`src/inc/sbp_pkg.sv`:
```
// Constants, register map and types of the servo parameter block
package sbp_pkg;
    // Register byte offsets
    localparam logic [7:0] OFF_INERTIA = 8'h00;
    localparam logic [7:0] OFF_GEAR_NUM = 8'h04;
    localparam logic [7:0] OFF_GEAR_DEN = 8'h08;
    localparam logic [7:0] OFF_TRQ_LIM = 8'h0C;
    localparam logic [7:0] OFF_ERR_THR = 8'h10;
    localparam logic [7:0] OFF_ENC_SEL = 8'h14;
    localparam logic [7:0] OFF_REGEN_SEL = 8'h18;
    localparam logic [7:0] OFF_CTRL = 8'h1C;
    localparam logic [7:0] OFF_IRQ_STAT = 8'h20;
    localparam logic [7:0] OFF_IRQ_MASK = 8'h24;
    localparam logic [7:0] OFF_ACT_NUM = 8'h28;
    localparam logic [7:0] OFF_ACT_DEN = 8'h2C;
    localparam logic [7:0] OFF_ACT_MODE = 8'h30;
    // Reset values
    localparam logic [31:0] RST_INERTIA = 32'h0000_00FA;
    localparam logic [31:0] RST_GEAR_NUM = 32'h0000_0001;
    localparam logic [31:0] RST_GEAR_DEN = 32'h0000_0001;
    localparam logic [31:0] RST_TRQ_LIM = 32'h0000_01F4;
    localparam logic [31:0] RST_ERR_THR = 32'h0001_86A0;
    localparam logic [1:0] RST_ENC_SEL = 2'h1;
    localparam logic [1:0] RST_REGEN_SEL = 2'h3;
    // Setting range limits
    localparam logic [31:0] MAX_INERTIA = 32'h0000_2710;
    localparam logic [31:0] MAX_GEAR = 32'h4000_0000;
    localparam logic [31:0] MAX_TRQ_LIM = 32'h0000_01F4;
    localparam logic [31:0] MAX_ERR_THR = 32'h0800_0000;
    localparam logic [1:0] MAX_ENC_SEL = 2'h2;
    localparam logic [1:0] MAX_REGEN_SEL = 2'h3;
    // Encoder resolution of the 17-bit encoder
    localparam logic [31:0] ENC_RESOLUTION = 32'h0002_0000;
    // Control register bit positions
    localparam int CTRL_AUTOTUNE = 0;
    localparam int CTRL_APPLY = 1;
    // Interrupt status bit positions
    localparam int IRQ_OVERFLOW = 0;
    localparam int IRQ_REGEN = 1;
    localparam int IRQ_NVSAVE = 2;
    localparam int IRQ_W = 3;
    // Nonvolatile save period
    localparam longint unsigned CLK_HZ = 64'd100_000_000;
    localparam longint unsigned NV_SAVE_MIN = 64'd30;
    localparam longint unsigned NV_SAVE_CYCLES = NV_SAVE_MIN * 64'd60 * CLK_HZ;
    // Regeneration duty window and limits, in cycles per window
    localparam logic [15:0] REGEN_WINDOW = 16'h03E8;
    localparam logic [15:0] REGEN_LIM_INT = 16'h000A;
    localparam logic [15:0] REGEN_LIM_EXT = 16'h0064;
    // Regeneration resistor selections
    typedef enum logic [1:0]
    {
        SBP_REGEN_INT = 2'b00,
        SBP_REGEN_EXT = 2'b01,
        SBP_REGEN_EXT_NOALM = 2'b10,
        SBP_REGEN_NONE = 2'b11
    } sbp_regen_t;
    // Encoder usage selections
    typedef enum logic [1:0]
    {
        SBP_ENC_ABS = 2'b00,
        SBP_ENC_INC = 2'b01,
        SBP_ENC_ABS_NOOVF = 2'b10,
        SBP_ENC_RSVD = 2'b11
    } sbp_enc_t;
    // Configuration applied at reset or on the apply command
    typedef struct packed
    {
        logic [31:0] gear_num;
        logic [31:0] gear_den;
        sbp_enc_t enc_mode;
        sbp_regen_t regen_sel;
    } sbp_cfg_t;
endpackage

```
`src/hdl/sbp_top.sv`:
```
// Servo basic parameter set with APB register file and alarm logic
// Behaviour
// RULE_01: Inertia ratio 0..10000 percent, default 250.
// RULE_02: Autotune estimates inertia, saves every 30 minutes.
// RULE_03: Gear numerator 0..2^30, denominator 1..2^30, default 1.
// RULE_04: Numerator zero substitutes encoder resolution.
// RULE_05: First torque limit 0..500 percent, default 500.
// RULE_06: Torque control: first limit both directions only.
// RULE_07: Overflow threshold 0..2^27, default 100000, alarms.
// RULE_08: Threshold zero disables overflow alarm.
// RULE_09: Threshold uses selected position unit.
// RULE_10: Encoder select: absolute, incremental, absolute no-overflow.
// RULE_11: Regen 0: internal resistor, 1 percent overload.
// RULE_12: Regen 1: external resistor, trips above 10 percent.
// RULE_13: Regen 2: external resistor, overload alarm never.
// RULE_14: Regen 3: no regen processing, no alarm.
// RULE_15: Gear, encoder, regen apply at reset or command.
// RULE_16: Host avoids inertia/limit changes while moving.
// RULE_17: Out of range writes rejected, value kept.
//
// Design decisions made here: the APB register port and the register addresses.
module sbp_top
#(
    parameter longint unsigned NV_SAVE_CYC = sbp_pkg::NV_SAVE_CYCLES
)
(
    input wire logic i_clk,
    input wire logic i_nrst,
    input wire logic i_psel,
    input wire logic i_penable,
    input wire logic i_pwrite,
    input wire logic [7:0] i_paddr,
    input wire logic [31:0] i_pwdata,
    output logic [31:0] o_prdata,
    output logic o_pready,
    output logic o_pslverr,
    input wire logic i_torque_mode,
    input wire logic [31:0] i_sel_limit_fwd,
    input wire logic [31:0] i_sel_limit_rev,
    input wire logic [31:0] i_pos_error,
    input wire logic i_est_valid,
    input wire logic [31:0] i_inertia_est,
    input wire logic i_regen_on,
    output logic [31:0] o_torque_limit_fwd,
    output logic [31:0] o_torque_limit_rev,
    output logic [31:0] o_inertia_ratio,
    output logic o_nv_save,
    output logic [31:0] o_nv_data,
    output sbp_pkg::sbp_cfg_t o_cfg,
    output logic o_regen_enable,
    output logic o_regen_switch,
    output logic o_overflow_alarm,
    output logic o_regen_alarm,
    output logic o_irq
);
    import sbp_pkg::*;

    // Parameter register values, visible to software
    logic [31:0] load_inertia_ratio;
    logic [31:0] gear_numerator;
    logic [31:0] gear_denominator;
    logic [31:0] first_torque_limit;
    logic [31:0] following_error_threshold;
    logic [1:0] encoder_usage_select;
    logic [1:0] regen_resistor_select;
    logic autotune_en; // Realtime autotuning enable
    logic [IRQ_W-1:0] irq_status; // Sticky events
    logic [IRQ_W-1:0] irq_mask; // One enables an event's interrupt
    sbp_cfg_t act_cfg; // Configuration in force
    logic [37:0] save_cnt; // Nonvolatile save timer
    logic [15:0] win_cnt; // Regen duty window position
    logic [15:0] on_cnt; // Regen on cycles in window
    logic [31:0] err_mag; // Magnitude of position error

    // Bus decode
    logic apb_acc, wr_en, rd_en;
    logic wr_ok; // Write value inside its range
    logic addr_ok; // Mapped address
    logic apply_cmd, save_tick, win_end, ovf_evt, regen_evt;
    logic [IRQ_W-1:0] irq_set; // Events raised this cycle
    logic [15:0] regen_lim;
    logic [31:0] next_rdata;

    // One wait state: the answer comes from a flop
    assign apb_acc = i_psel && i_penable && !o_pready;
    assign wr_en = apb_acc && i_pwrite && wr_ok && addr_ok;
    assign rd_en = apb_acc && !i_pwrite;
    assign apply_cmd = wr_en && (i_paddr == OFF_CTRL)
        && i_pwdata[CTRL_APPLY];

    // Range and address check per register
    always_comb
    begin
        wr_ok = 1'b1;
        addr_ok = 1'b1;
        case (i_paddr)
            OFF_INERTIA: wr_ok = i_pwdata <= MAX_INERTIA; // RULE_17
            OFF_GEAR_NUM: wr_ok = i_pwdata <= MAX_GEAR; // RULE_17
            OFF_GEAR_DEN: wr_ok = (i_pwdata != 32'h0000_0000)
                && (i_pwdata <= MAX_GEAR); // RULE_17
            OFF_TRQ_LIM: wr_ok = i_pwdata <= MAX_TRQ_LIM; // RULE_17
            OFF_ERR_THR: wr_ok = i_pwdata <= MAX_ERR_THR; // RULE_17
            OFF_ENC_SEL: wr_ok = (i_pwdata[31:2] == 30'h0000_0000)
                && (i_pwdata[1:0] <= MAX_ENC_SEL); // RULE_17
            OFF_REGEN_SEL: wr_ok = i_pwdata[31:2] == 30'h0000_0000;
            OFF_CTRL, OFF_IRQ_STAT, OFF_IRQ_MASK: wr_ok = 1'b1;
            OFF_ACT_NUM, OFF_ACT_DEN, OFF_ACT_MODE: wr_ok = 1'b0; // Read only
            default:
            begin
                addr_ok = 1'b0;
                wr_ok = 1'b0;
            end
        endcase
    end

    // Read multiplexer, unmapped addresses read zero
    always_comb
    begin
        next_rdata = 32'h0000_0000;
        case (i_paddr)
            OFF_INERTIA: next_rdata = load_inertia_ratio;
            OFF_GEAR_NUM: next_rdata = gear_numerator;
            OFF_GEAR_DEN: next_rdata = gear_denominator;
            OFF_TRQ_LIM: next_rdata = first_torque_limit;
            OFF_ERR_THR: next_rdata = following_error_threshold;
            OFF_ENC_SEL: next_rdata = {30'h0000_0000, encoder_usage_select};
            OFF_REGEN_SEL: next_rdata = {30'h0000_0000, regen_resistor_select};
            OFF_CTRL: next_rdata = {31'h0000_0000, autotune_en};
            OFF_IRQ_STAT: next_rdata = {29'h0000_0000, irq_status};
            OFF_IRQ_MASK: next_rdata = {29'h0000_0000, irq_mask};
            OFF_ACT_NUM: next_rdata = act_cfg.gear_num;
            OFF_ACT_DEN: next_rdata = act_cfg.gear_den;
            OFF_ACT_MODE: next_rdata = {28'h0000_000, act_cfg.enc_mode,
                act_cfg.regen_sel};
            default: next_rdata = 32'h0000_0000;
        endcase
    end

    // APB answer: ready one cycle after the access phase begins
    always_ff @(posedge i_clk or negedge i_nrst)
    begin
        if (!i_nrst)
        begin
            o_pready <= 1'b0;
            o_pslverr <= 1'b0;
            o_prdata <= 32'h0000_0000;
        end
        else
        begin
            o_pready <= apb_acc;
            // Rejected writes and unmapped accesses report an error
            o_pslverr <= apb_acc && (!addr_ok || (i_pwrite && !wr_ok));
            if (rd_en)
            begin
                o_prdata <= next_rdata;
            end
        end
    end

    // Inertia ratio: software write or autotuning estimate
    always_ff @(posedge i_clk or negedge i_nrst)
    begin
        if (!i_nrst)
        begin
            load_inertia_ratio <= RST_INERTIA; // RULE_01
        end
        else if (autotune_en && i_est_valid)
        begin
            // Estimate is clamped to the setting range
            load_inertia_ratio <= (i_inertia_est > MAX_INERTIA) ?
                MAX_INERTIA : i_inertia_est; // RULE_02
        end
        else if (wr_en && (i_paddr == OFF_INERTIA))
        begin
            // Host keeps this still while moving; it applies at once
            load_inertia_ratio <= i_pwdata; // RULE_01 RULE_16
        end
    end

    // Staged parameters that wait for reset or apply
    always_ff @(posedge i_clk or negedge i_nrst)
    begin
        if (!i_nrst)
        begin
            gear_numerator <= RST_GEAR_NUM; // RULE_03
            gear_denominator <= RST_GEAR_DEN; // RULE_03
            encoder_usage_select <= RST_ENC_SEL; // RULE_10
            regen_resistor_select <= RST_REGEN_SEL;
        end
        else if (wr_en)
        begin
            case (i_paddr)
                OFF_GEAR_NUM: gear_numerator <= i_pwdata; // RULE_03
                OFF_GEAR_DEN: gear_denominator <= i_pwdata; // RULE_03
                OFF_ENC_SEL: encoder_usage_select <= i_pwdata[1:0];
                OFF_REGEN_SEL: regen_resistor_select <= i_pwdata[1:0];
                default: gear_numerator <= gear_numerator;
            endcase
        end
    end

    // Always-enabled parameters and control
    always_ff @(posedge i_clk or negedge i_nrst)
    begin
        if (!i_nrst)
        begin
            first_torque_limit <= RST_TRQ_LIM; // RULE_05
            following_error_threshold <= RST_ERR_THR; // RULE_07
            autotune_en <= 1'b0;
            irq_mask <= '0;
        end
        else if (wr_en)
        begin
            case (i_paddr)
                OFF_TRQ_LIM: first_torque_limit <= i_pwdata; // RULE_05
                OFF_ERR_THR: following_error_threshold <= i_pwdata;
                OFF_CTRL: autotune_en <= i_pwdata[CTRL_AUTOTUNE];
                OFF_IRQ_MASK: irq_mask <= i_pwdata[IRQ_W-1:0];
                default: autotune_en <= autotune_en;
            endcase
        end
    end

    // Configuration in force, loaded at reset and on apply
    always_ff @(posedge i_clk or negedge i_nrst)
    begin
        if (!i_nrst)
        begin
            act_cfg.gear_num <= RST_GEAR_NUM; // RULE_15
            act_cfg.gear_den <= RST_GEAR_DEN;
            act_cfg.enc_mode <= sbp_enc_t'(RST_ENC_SEL);
            act_cfg.regen_sel <= sbp_regen_t'(RST_REGEN_SEL);
        end
        else if (apply_cmd)
        begin
            act_cfg.gear_num <= gear_numerator; // RULE_15
            act_cfg.gear_den <= gear_denominator;
            act_cfg.enc_mode <= sbp_enc_t'(encoder_usage_select); // RULE_10
            act_cfg.regen_sel <= sbp_regen_t'(regen_resistor_select);
        end
    end

    // Effective gear ratio and encoder mode driven out
    always_ff @(posedge i_clk or negedge i_nrst)
    begin
        if (!i_nrst)
        begin
            o_cfg <= '0;
        end
        else
        begin
            // Zero numerator means one revolution per denominator count
            o_cfg.gear_num <= (act_cfg.gear_num == 32'h0000_0000) ?
                ENC_RESOLUTION : act_cfg.gear_num; // RULE_04
            o_cfg.gear_den <= act_cfg.gear_den;
            o_cfg.enc_mode <= act_cfg.enc_mode; // RULE_10
            o_cfg.regen_sel <= act_cfg.regen_sel;
        end
    end

    // Torque limits; torque control bypasses the selection
    always_ff @(posedge i_clk or negedge i_nrst)
    begin
        if (!i_nrst)
        begin
            o_torque_limit_fwd <= RST_TRQ_LIM;
            o_torque_limit_rev <= RST_TRQ_LIM;
            o_inertia_ratio <= RST_INERTIA;
        end
        else
        begin
            if (i_torque_mode)
            begin
                o_torque_limit_fwd <= first_torque_limit; // RULE_06
                o_torque_limit_rev <= first_torque_limit; // RULE_06
            end
            else
            begin
                o_torque_limit_fwd <= i_sel_limit_fwd;
                o_torque_limit_rev <= i_sel_limit_rev;
            end
            o_inertia_ratio <= load_inertia_ratio;
        end
    end

    // Periodic save of the estimate while autotuning runs
    assign save_tick = autotune_en
        && (save_cnt == 38'(NV_SAVE_CYC - 64'd1));
    always_ff @(posedge i_clk or negedge i_nrst)
    begin
        if (!i_nrst)
        begin
            save_cnt <= '0;
            o_nv_save <= 1'b0;
            o_nv_data <= 32'h0000_0000;
        end
        else
        begin
            // Timer restarts whenever autotuning is off
            save_cnt <= (!autotune_en || save_tick) ? '0 : save_cnt + 38'd1;
            o_nv_save <= save_tick; // RULE_02
            if (save_tick)
            begin
                o_nv_data <= load_inertia_ratio;
            end
        end
    end

    // Error counter overflow; error is given in the selected unit
    assign err_mag = i_pos_error[31] ? (32'h0000_0000 - i_pos_error)
        : i_pos_error; // RULE_09
    assign ovf_evt = (following_error_threshold != 32'h0000_0000)
        && (err_mag > following_error_threshold); // RULE_07 RULE_08

    // Regeneration duty measured over a fixed window
    assign win_end = win_cnt == (REGEN_WINDOW - 16'd1);
    always_comb
    begin
        regen_lim = REGEN_LIM_INT;
        case (act_cfg.regen_sel)
            SBP_REGEN_INT: regen_lim = REGEN_LIM_INT; // RULE_11
            SBP_REGEN_EXT: regen_lim = REGEN_LIM_EXT; // RULE_12
            SBP_REGEN_EXT_NOALM: regen_lim = REGEN_LIM_EXT;
            SBP_REGEN_NONE: regen_lim = REGEN_LIM_EXT;
            default: regen_lim = REGEN_LIM_INT;
        endcase
    end
    // Only selections 0 and 1 alarm; the window's last cycle counts too
    assign regen_evt = win_end
        && ((on_cnt + 16'(o_regen_switch)) > regen_lim)
        && ((act_cfg.regen_sel == SBP_REGEN_INT)
        || (act_cfg.regen_sel == SBP_REGEN_EXT)); // RULE_13 RULE_14

    // Duty counters and regeneration switch drive
    always_ff @(posedge i_clk or negedge i_nrst)
    begin
        if (!i_nrst)
        begin
            win_cnt <= 16'h0000;
            on_cnt <= 16'h0000;
            o_regen_enable <= 1'b0;
            o_regen_switch <= 1'b0;
        end
        else
        begin
            win_cnt <= win_end ? 16'h0000 : win_cnt + 16'd1;
            on_cnt <= win_end ? 16'h0000 : on_cnt + 16'(o_regen_switch);
            // Selection 3 leaves energy to the capacitor
            o_regen_enable <= act_cfg.regen_sel != SBP_REGEN_NONE; // RULE_14
            o_regen_switch <= i_regen_on
                && (act_cfg.regen_sel != SBP_REGEN_NONE); // RULE_14
        end
    end

    // Sticky event flags; a new event wins over a same-cycle clear
    assign irq_set = {save_tick, regen_evt, ovf_evt}; // RULE_07
    always_ff @(posedge i_clk or negedge i_nrst)
    begin
        if (!i_nrst)
        begin
            irq_status <= '0;
        end
        else
        begin
            for (int b = 0; b < IRQ_W; b++)
            begin
                if (irq_set[b])
                begin
                    irq_status[b] <= 1'b1;
                end
                else if (wr_en && (i_paddr == OFF_IRQ_STAT) && i_pwdata[b])
                begin
                    irq_status[b] <= 1'b0;
                end
            end
        end
    end

    // Alarm and interrupt outputs follow the sticky flags
    always_ff @(posedge i_clk or negedge i_nrst)
    begin
        if (!i_nrst)
        begin
            o_overflow_alarm <= 1'b0;
            o_regen_alarm <= 1'b0;
            o_irq <= 1'b0;
        end
        else
        begin
            o_overflow_alarm <= irq_status[IRQ_OVERFLOW];
            o_regen_alarm <= irq_status[IRQ_REGEN];
            o_irq <= |(irq_status & irq_mask);
        end
    end
endmodule

```
`config.mk`:
```
export PLATFORM = sky130hd
export DESIGN_NAME = sbp_top
export DESIGN_NICKNAME = d
export VERILOG_FILES = /design/src/inc/sbp_pkg.sv /design/src/hdl/sbp_top.sv
export SDC_FILE = /design/constraint.sdc
export NUM_CORES = 1
export LEC_CHECK = 0
export BUFFER_PORTS_ARGS = -buffer_cell sky130_fd_sc_hd__buf_2
export CAP_MARGIN = 25
export CORE_MARGIN = 8
export CORE_UTILIZATION = 56
export CTS_CLUSTER_DIAMETER = 100
export DETAILED_ROUTE_END_ITERATION = 10
export HOLD_SLACK_MARGIN = 0.12
export PLACE_DENSITY = 0.86
export SLEW_MARGIN = 20
export SYNTH_ARGS = -nofsm -noshare
export SYNTH_HDL_FRONTEND = slang
export SYNTH_SLANG_ARGS = --single-unit
```
`constraint.sdc`:
```
create_clock -name i_clk -period 3.1 [get_ports i_clk]
set_input_delay 0.62 -clock i_clk [delete_from_list [all_inputs] [get_ports i_clk]]
set_output_delay 0.62 -clock i_clk [all_outputs]
set_load 0.01 [all_outputs]
```
==> After elaboration in Yosys (flattened, before gate mapping) <==
Cells that the tools add are included.
{ "totals": {"ff_bits": 545, "input_bits": 176, "wordCells": 140} }
{ "classes": {"n_addsub": 4, "order_cmp": 8, "eq_ne": 18, "n_mux": 20, "bitwise_logic": 1, "n_reduce_logical": 53} }
{ "op_table": {"columns": ["cell", "count"], "rows": [
  ["$pmux W32 S13", 1],
  ["$mux W32", 7],
  ["$reduce_bool A32 Y1", 2],
  ["$eq A8 B6 Y1 const B", 5],
  ["$add A38 B1 Y38 const B", 1],
  ["$eq A38 B38 Y1 const B", 1],
  ["$mux W38", 1],
  ["$eq A8 B5 Y1 const B", 4],
  ["$gt A32 B14 Y1 const B", 1],
  ["$gt A32 B32 Y1", 1],
  ["$le A32 B14 Y1 const B", 1],
  ["$le A32 B28 Y1 const B", 1],
  ["$le A32 B31 Y1 const B", 1],
  ["$le A32 B9 Y1 const B", 1],
  ["$logic_not A32 Y1", 1],
  ["$mux W16", 2],
  ["$pmux W16 S2", 1],
  ["$sub A1 B32 Y32 const A", 1],
  ["$logic_not A30 Y1", 1],
  ["$logic_and A1 B1 Y1", 23],
  ["$add A16 B1 Y16", 1],
  ["$add A16 B1 Y16 const B", 1],
  ["$eq A16 B10 Y1 const B", 1],
  ["$eq A8 B4 Y1 const B", 2],
  ["17 further kinds", 42]
]} }

==> Depth between registers and ports, before layout <==
{ "logic_depth": {"ltp_word": 9, "depth_mapped": 16, "depth_no_buf": 16} }

==> Least setup slack after synthesis <==
No wires, ideal clock.
{ "synth_timing": {"path_kind": "input port to flip-flop", "from": "in i_pos_error[1]", "to": "reg irq_status[0]", "setup_time_ns": 0.095, "t_arrival_ns": 3.471, "setup_slack_ns": -0.467, "cell_stages": 15, "path_cell_list": "or2_2 or4_1 nor2_1 nand3_1 or3_1 nand2b_1 o31ai_1 xnor2_1 ha_1 nand4_1 nor2_1 nand3_1 nor3_1 nor3_1 o31ai_1"} }
{ "synth_between": {"elab_chain_cells": 5, "elab_cells_between_ends": 6, "cone_classes": "add/sub: 1; order compare: 1; mux: 2; reduce/logical: 2"} }
{ "synth_rtl": {"columns": ["item", "line", "rtl"], "rows": [
  ["start: declaration", "sbp_top.sv:40", "input wire logic [31:0] i_pos_error,"],
  ["$sub A1 B32 Y32", "sbp_top.sv:310", "assign err_mag = i_pos_error[31] ? (32'h0000_0000 - i_pos_error)"],
  ["$mux W32 *", "sbp_top.sv:310", null],
  ["$gt A32 B32 Y1 *", "sbp_top.sv:313", "&& (err_mag > following_error_threshold);"],
  ["$logic_and A1 B1 Y1 *", "sbp_top.sv:313", null],
  ["$mux W1 / $reduce_bool A2 Y1 (equally long branches)", null, null],
  ["end signal: assignment", "sbp_top.sv:361", "irq_status <= '0;"],
  ["end signal: indexed assignment", "sbp_top.sv:369", "irq_status[b] <= 1'b1;"],
  ["end signal: indexed assignment", "sbp_top.sv:373", "irq_status[b] <= 1'b0;"],
  ["end: declaration", "sbp_top.sv:67", "logic [IRQ_W-1:0] irq_status;"]
]} }
Mark *: on every way between the ends. The rest lies on a longest branch, timed or not.
A chain may end at the register's enable or synchronous reset.

==> Final worst setup path <==
{ "layout_timing": {"from": "in i_pwdata[15]", "to": "reg gear_denominator[1]"} }
{ "layout_between": {"elab_chain_cells": 6, "elab_cells_between_ends": 12, "cone_classes": "order compare: 4; mux: 1; reduce/logical: 7"} }
{ "layout_rtl": {"columns": ["item", "line", "rtl"], "rows": [
  ["start: declaration", "sbp_top.sv:33", "input wire logic [31:0] i_pwdata,"],
  ["$le A32 B31 Y1 (tied with other cells)", "sbp_top.sv:98, sbp_top.sv:100", null],
  ["$logic_and A1 B1 Y1 (on tied branches)", "sbp_top.sv:100, sbp_top.sv:104", null],
  ["$pmux W1 S8 *", "sbp_top.sv:96", "case (i_paddr)"],
  ["$logic_and A1 B1 Y1 * (2 in a row)", "sbp_top.sv:86", "assign wr_en = apb_acc && i_pwrite && wr_ok && addr_ok;"],
  ["$reduce_and A2 Y1 (no line) *", null, null],
  ["end signal: assignment", "sbp_top.sv:194", "OFF_GEAR_DEN: gear_denominator <= i_pwdata;"],
  ["end: declaration", "sbp_top.sv:61", "logic [31:0] gear_denominator;"]
]} }
Marks and branches as above.

==> metrics.md <==
| Metric | Value |
|---|---|
| Status | `finished with violations` |
| Failing checks | `negative setup slack` |
| Slew Viols, Final | `0` |
| DR iter-0 viols | `2203` |
| Vias in the first global route | `19990` |
| Die X | `221.2 um` |
| CP Cell Sequence | `buf_12 > or4_4 > or4_4 > or4b_4 > o311a_4 > o31ai_4 > or2_4 > and3_4 > buf_6 > mux2_4` |
| Worst r2r src | `o_regen_switch` |
| Leak | `14.89 nW` |
| Ys flop type | `dfrtp_1` |
| Root Buffer Master | `clkbuf_16` |
| Netlist cell types | `68` |
| Routed vias/inst | `6.207` |
| Initial antenna violation count | `17` |
| First-pass GRT wire length | `121700 um` |
| Worst min-delay path class | `in -> reg` |
| Flop2flop setup slack | `320 ps` |
| Tot GR Track Use | `31.92%` |
| PwrDens | `548.1 nW/um2` |
| DRT Wirelength | `81710 um` |
| Synth-to-Final Area Change | `25.29%` |
| Worst vdd ir | `0.0004468 V` |
| Final Hold Viols | `0` |
| Max cap viols | `0` |
| Layout cell share with drive strength beyond 1 | `36.04%` |
| Fmax | `312.8 MHz` |
| Fin cells | `3098` |
| Critical path required time | `3570 ps` |
| I/O pins | `412` |
| Final worst slack | `-97.30 ps` |
| Clock-pin slew on the worst setup and hold paths | `70 ps` |
| FF-to-FF path depth | `15` |
| RSZ-0062 raised after global routing | `true` |
| Die span in y | `221.2 um` |
| Post-layout nets | `2720` |
| Buffer depth of the longest clock path | `3` |
| Most frequent cells in the layout | `dfrtp_1 (499), buf_2 (407), nand2_1 (207)` |
| Final Core Density | `70.77%` |
| Row count | `75` |
| Pin count of the biggest net entering global routing | `80` |
| ANT nets after route | `0` |
| Seq cells post-synth | `545` |
| Syn_area_per_cell | `11.74 um2` |
| Fin crit share | `103.1%` |
| Critical Path Slowest Stage Cell | `or4b_4` |
| Min cycle time layout | `3197 ps` |
| Post-route DRC | `0` |
| Leading cell type in the layout, fill and taps excluded | `dfrtp_1` |
| DIE AREA | `48950 um2` |
| Placed Instances | `2975` |
| Yosys Warn Count | `0` |
| Num Clock Sinks | `545` |
| Max incr delay on CP | `540 ps` |
| Register area share after synthesis | `58.06%` |
| Initial core utilization | `56.49%` |
| EDFF count, synth | `0` |
| Drt first pass iters | `10` |
| H-tree levels | `2` |
| Worst Hold Path Cells | `3` |
| Worst Tran Pin Value | `744.0 ps` |
| Worst path arrival time | `3670 ps` |
| Crit path top cell by count | `or4_4` |
| Cells after Synth | `2010` |
| Worst-Skew Late Latency | `630 ps` |
| HP Start | `i_sel_limit_rev[5]` |
| Gpl congestion | `0.9177` |
| Max Fanout on Critical Path | `6` |
| Worst Setup End Kind | `register` |
| Final setup viols | `87` |
| Fillers | `2675` |
| Num CTS Buffers | `54` |
| Vias | `19230` |
| Layout Skew | `51.25 ps` |
| Reg-to-reg endpoint | `irq_status[1]` |
| WS Path Type | `in -> reg` |
| Core ar. | `41760 um2` |
| WL/cell | `26.38 um` |
| # port buffers | `411` |
| Design Power | `16.20 mW` |
| Slew Limit Headroom | `49.94%` |
| Total gr overflow | `0` |
| Min-Delay Endpoint | `o_torque_limit_rev[5]` |
| Ys async rst share | `100.0%` |
| Syn Nets | `2228` |
| Startpoint type of the worst setup path | `primary input` |
| Post-Syn Area | `23590 um2` |
| HPWL Detailed | `55780 um` |
| CTS tree | `yes` |
-- through the flow --
| step | area, um2 | hold slack, ps | TNS, ps | worst slack, ps |
|---|---|---|---|---|
| after floorplan | 23630 | 324.4 | -52890 | -434.8 |
| after global placement | 27010 | 379.8 | -100900 | -869.8 |
| after detailed placement | 27010 | 387.8 | -106940 | -972.8 |
| after CTS | 29250 | 169.0 | -4.390 | -1.775 |
| after global routing | 29530 | 217.4 | -6246 | -113.7 |
| final | 29550 | 202.5 | -4589 | -97.30 |
-- Yosys cell counts, types with 4 or more instances --
cell type	instances	area, um2
nand4_1	27	168.9
a2bb2oi_1	9	78.83
dfrtp_1	499	12490
nand2b_1	11	68.82
o21ai_0	104	520.5
and4_1	6	52.55
nand2_1	208	780.8
buf_12	8	160.2
o31ai_1	22	165.2
a221oi_1	5	43.79
or2_2	7	43.79
a22o_1	39	341.6
nand3_1	71	355.3
mux2_2	78	878.3
dfstp_2	46	1209
mux2_4	89	1336
nor4b_1	4	35.03
nor3_1	19	95.09
xor2_1	32	280.3
a222oi_1	41	410.4
nor2b_1	32	200.2
ha_1	42	525.5
buf_6	6	67.56
a22oi_1	46	345.3
and2_1	25	156.4
clkbuf_1	96	360.4
or3_1	8	50.05
a21oi_1	17	85.08
xnor2_1	58	508.0
nor2_1	110	412.9
o21a_1	5	37.54
o41ai_1	6	52.55
inv_1	116	435.4
nor4_1	40	250.2
buf_1	9	33.78
or4_1	10	75.07
and3_1	14	87.58
-- how the worst max path moves through the flow --
stage | start | to | cells after the start | slack (ps)
2_1_floorplan | i_pwdata[15] | gear_denominator[10] | 10 | -430
3_3_place_gp | i_pos_error[1] | irq_status[0] | 16 | -870
3_5_place_dp | i_pos_error[1] | irq_status[0] | 15 | -970
4_1_cts | i_pwdata[15] | gear_denominator[4] | 10 | -2
5_1_grt | i_pwdata[15] | gear_denominator[1] | 10 | -110
6_report | i_pwdata[15] | gear_denominator[1] | 10 | -100
-- metal layers --
layer,global-route usage (%),part of all wire (%),up-vias
met5,0,0.064,-
met1,38.17,36,9403
li1,-,-,8059
met2,50.96,47,1373
met3,10.04,11,385
met4,18.06,6.1,8
-- report_power, final --
group | total [mW] | switching [mW] | internal, mW | leakage, nW
sequential | 7.42 | 0.136 | 7.29 | 7.25
combinational | 1.23 | 0.717 | 0.514 | 6.63
clock | 7.55 | 2.98 | 4.57 | 1.01
total | 16.2 | 3.83 | 12.4 | 14.9
-- flip-flops by register name, indices dropped and copies added, names as in the netlist, 2 cells and up --
signal / count
save_cnt: 38
load_inertia_ratio: 32
irq_mask: 3
o_nv_data: 32
regen_resistor_select: 2
gear_numerator: 32
irq_status: 3
act_cfg: 68
first_torque_limit: 32
o_torque_limit_rev: 32
o_prdata: 32
o_inertia_ratio: 32
encoder_usage_select: 2
on_cnt: 16
o_cfg: 68
gear_denominator: 32
win_cnt: 16
o_torque_limit_fwd: 32
following_error_threshold: 32
-- final cells by class --
type,instances,area [um2],area share (%)
multi-input combinational,1227,9070,30.69
tap,539,674.4,2.282
sequential,545,13700,46.34
inverter,116,435.4,1.473
antenna,12,30.03,0.1016
timing repair buffer,558,3578,12.11
clock buffer,72,1519,5.140
clock inverter,29,551.8,1.867
-- cell families (layout without fill, tap and decap cells) --
group | count (synthesis) | after routing | share of synthesized area, %
AND/OR/NAND/NOR | 608 | 608 | 12.68
flip-flops | 545 | 545 | 58.06
multiplexers | 170 | 170 | 9.516
XOR/XNOR | 90 | 90 | 3.342
other | 0 | 12 | 0
adder cells (fa/ha/maj) | 42 | 42 | 2.228
AO/OA/AOI/OAI | 317 | 317 | 9.627
buffers and inverters | 238 | 775 | 4.546
-- repair_timing --
action / 4_1_cts / 5_1_grt
endpoints found under the setup margin: 91 / 61
resized for setup: 29 / 25
gates cloned: 1 / 6
hold endpoints to repair: 48 / 0
hold buffers: 1 / 0
pin swaps: 5 / 2
setup buffers: 2 / 0
-- worst max-delay path, delay by kind of cell --
family / cells / cell delay (ps)
mux: 1 / 310
buf+inv: 2 / 290
compound gates: 2 / 400
simple gates: 5 / 2040
Note: power is estimated with default switching activity, not from simulation.
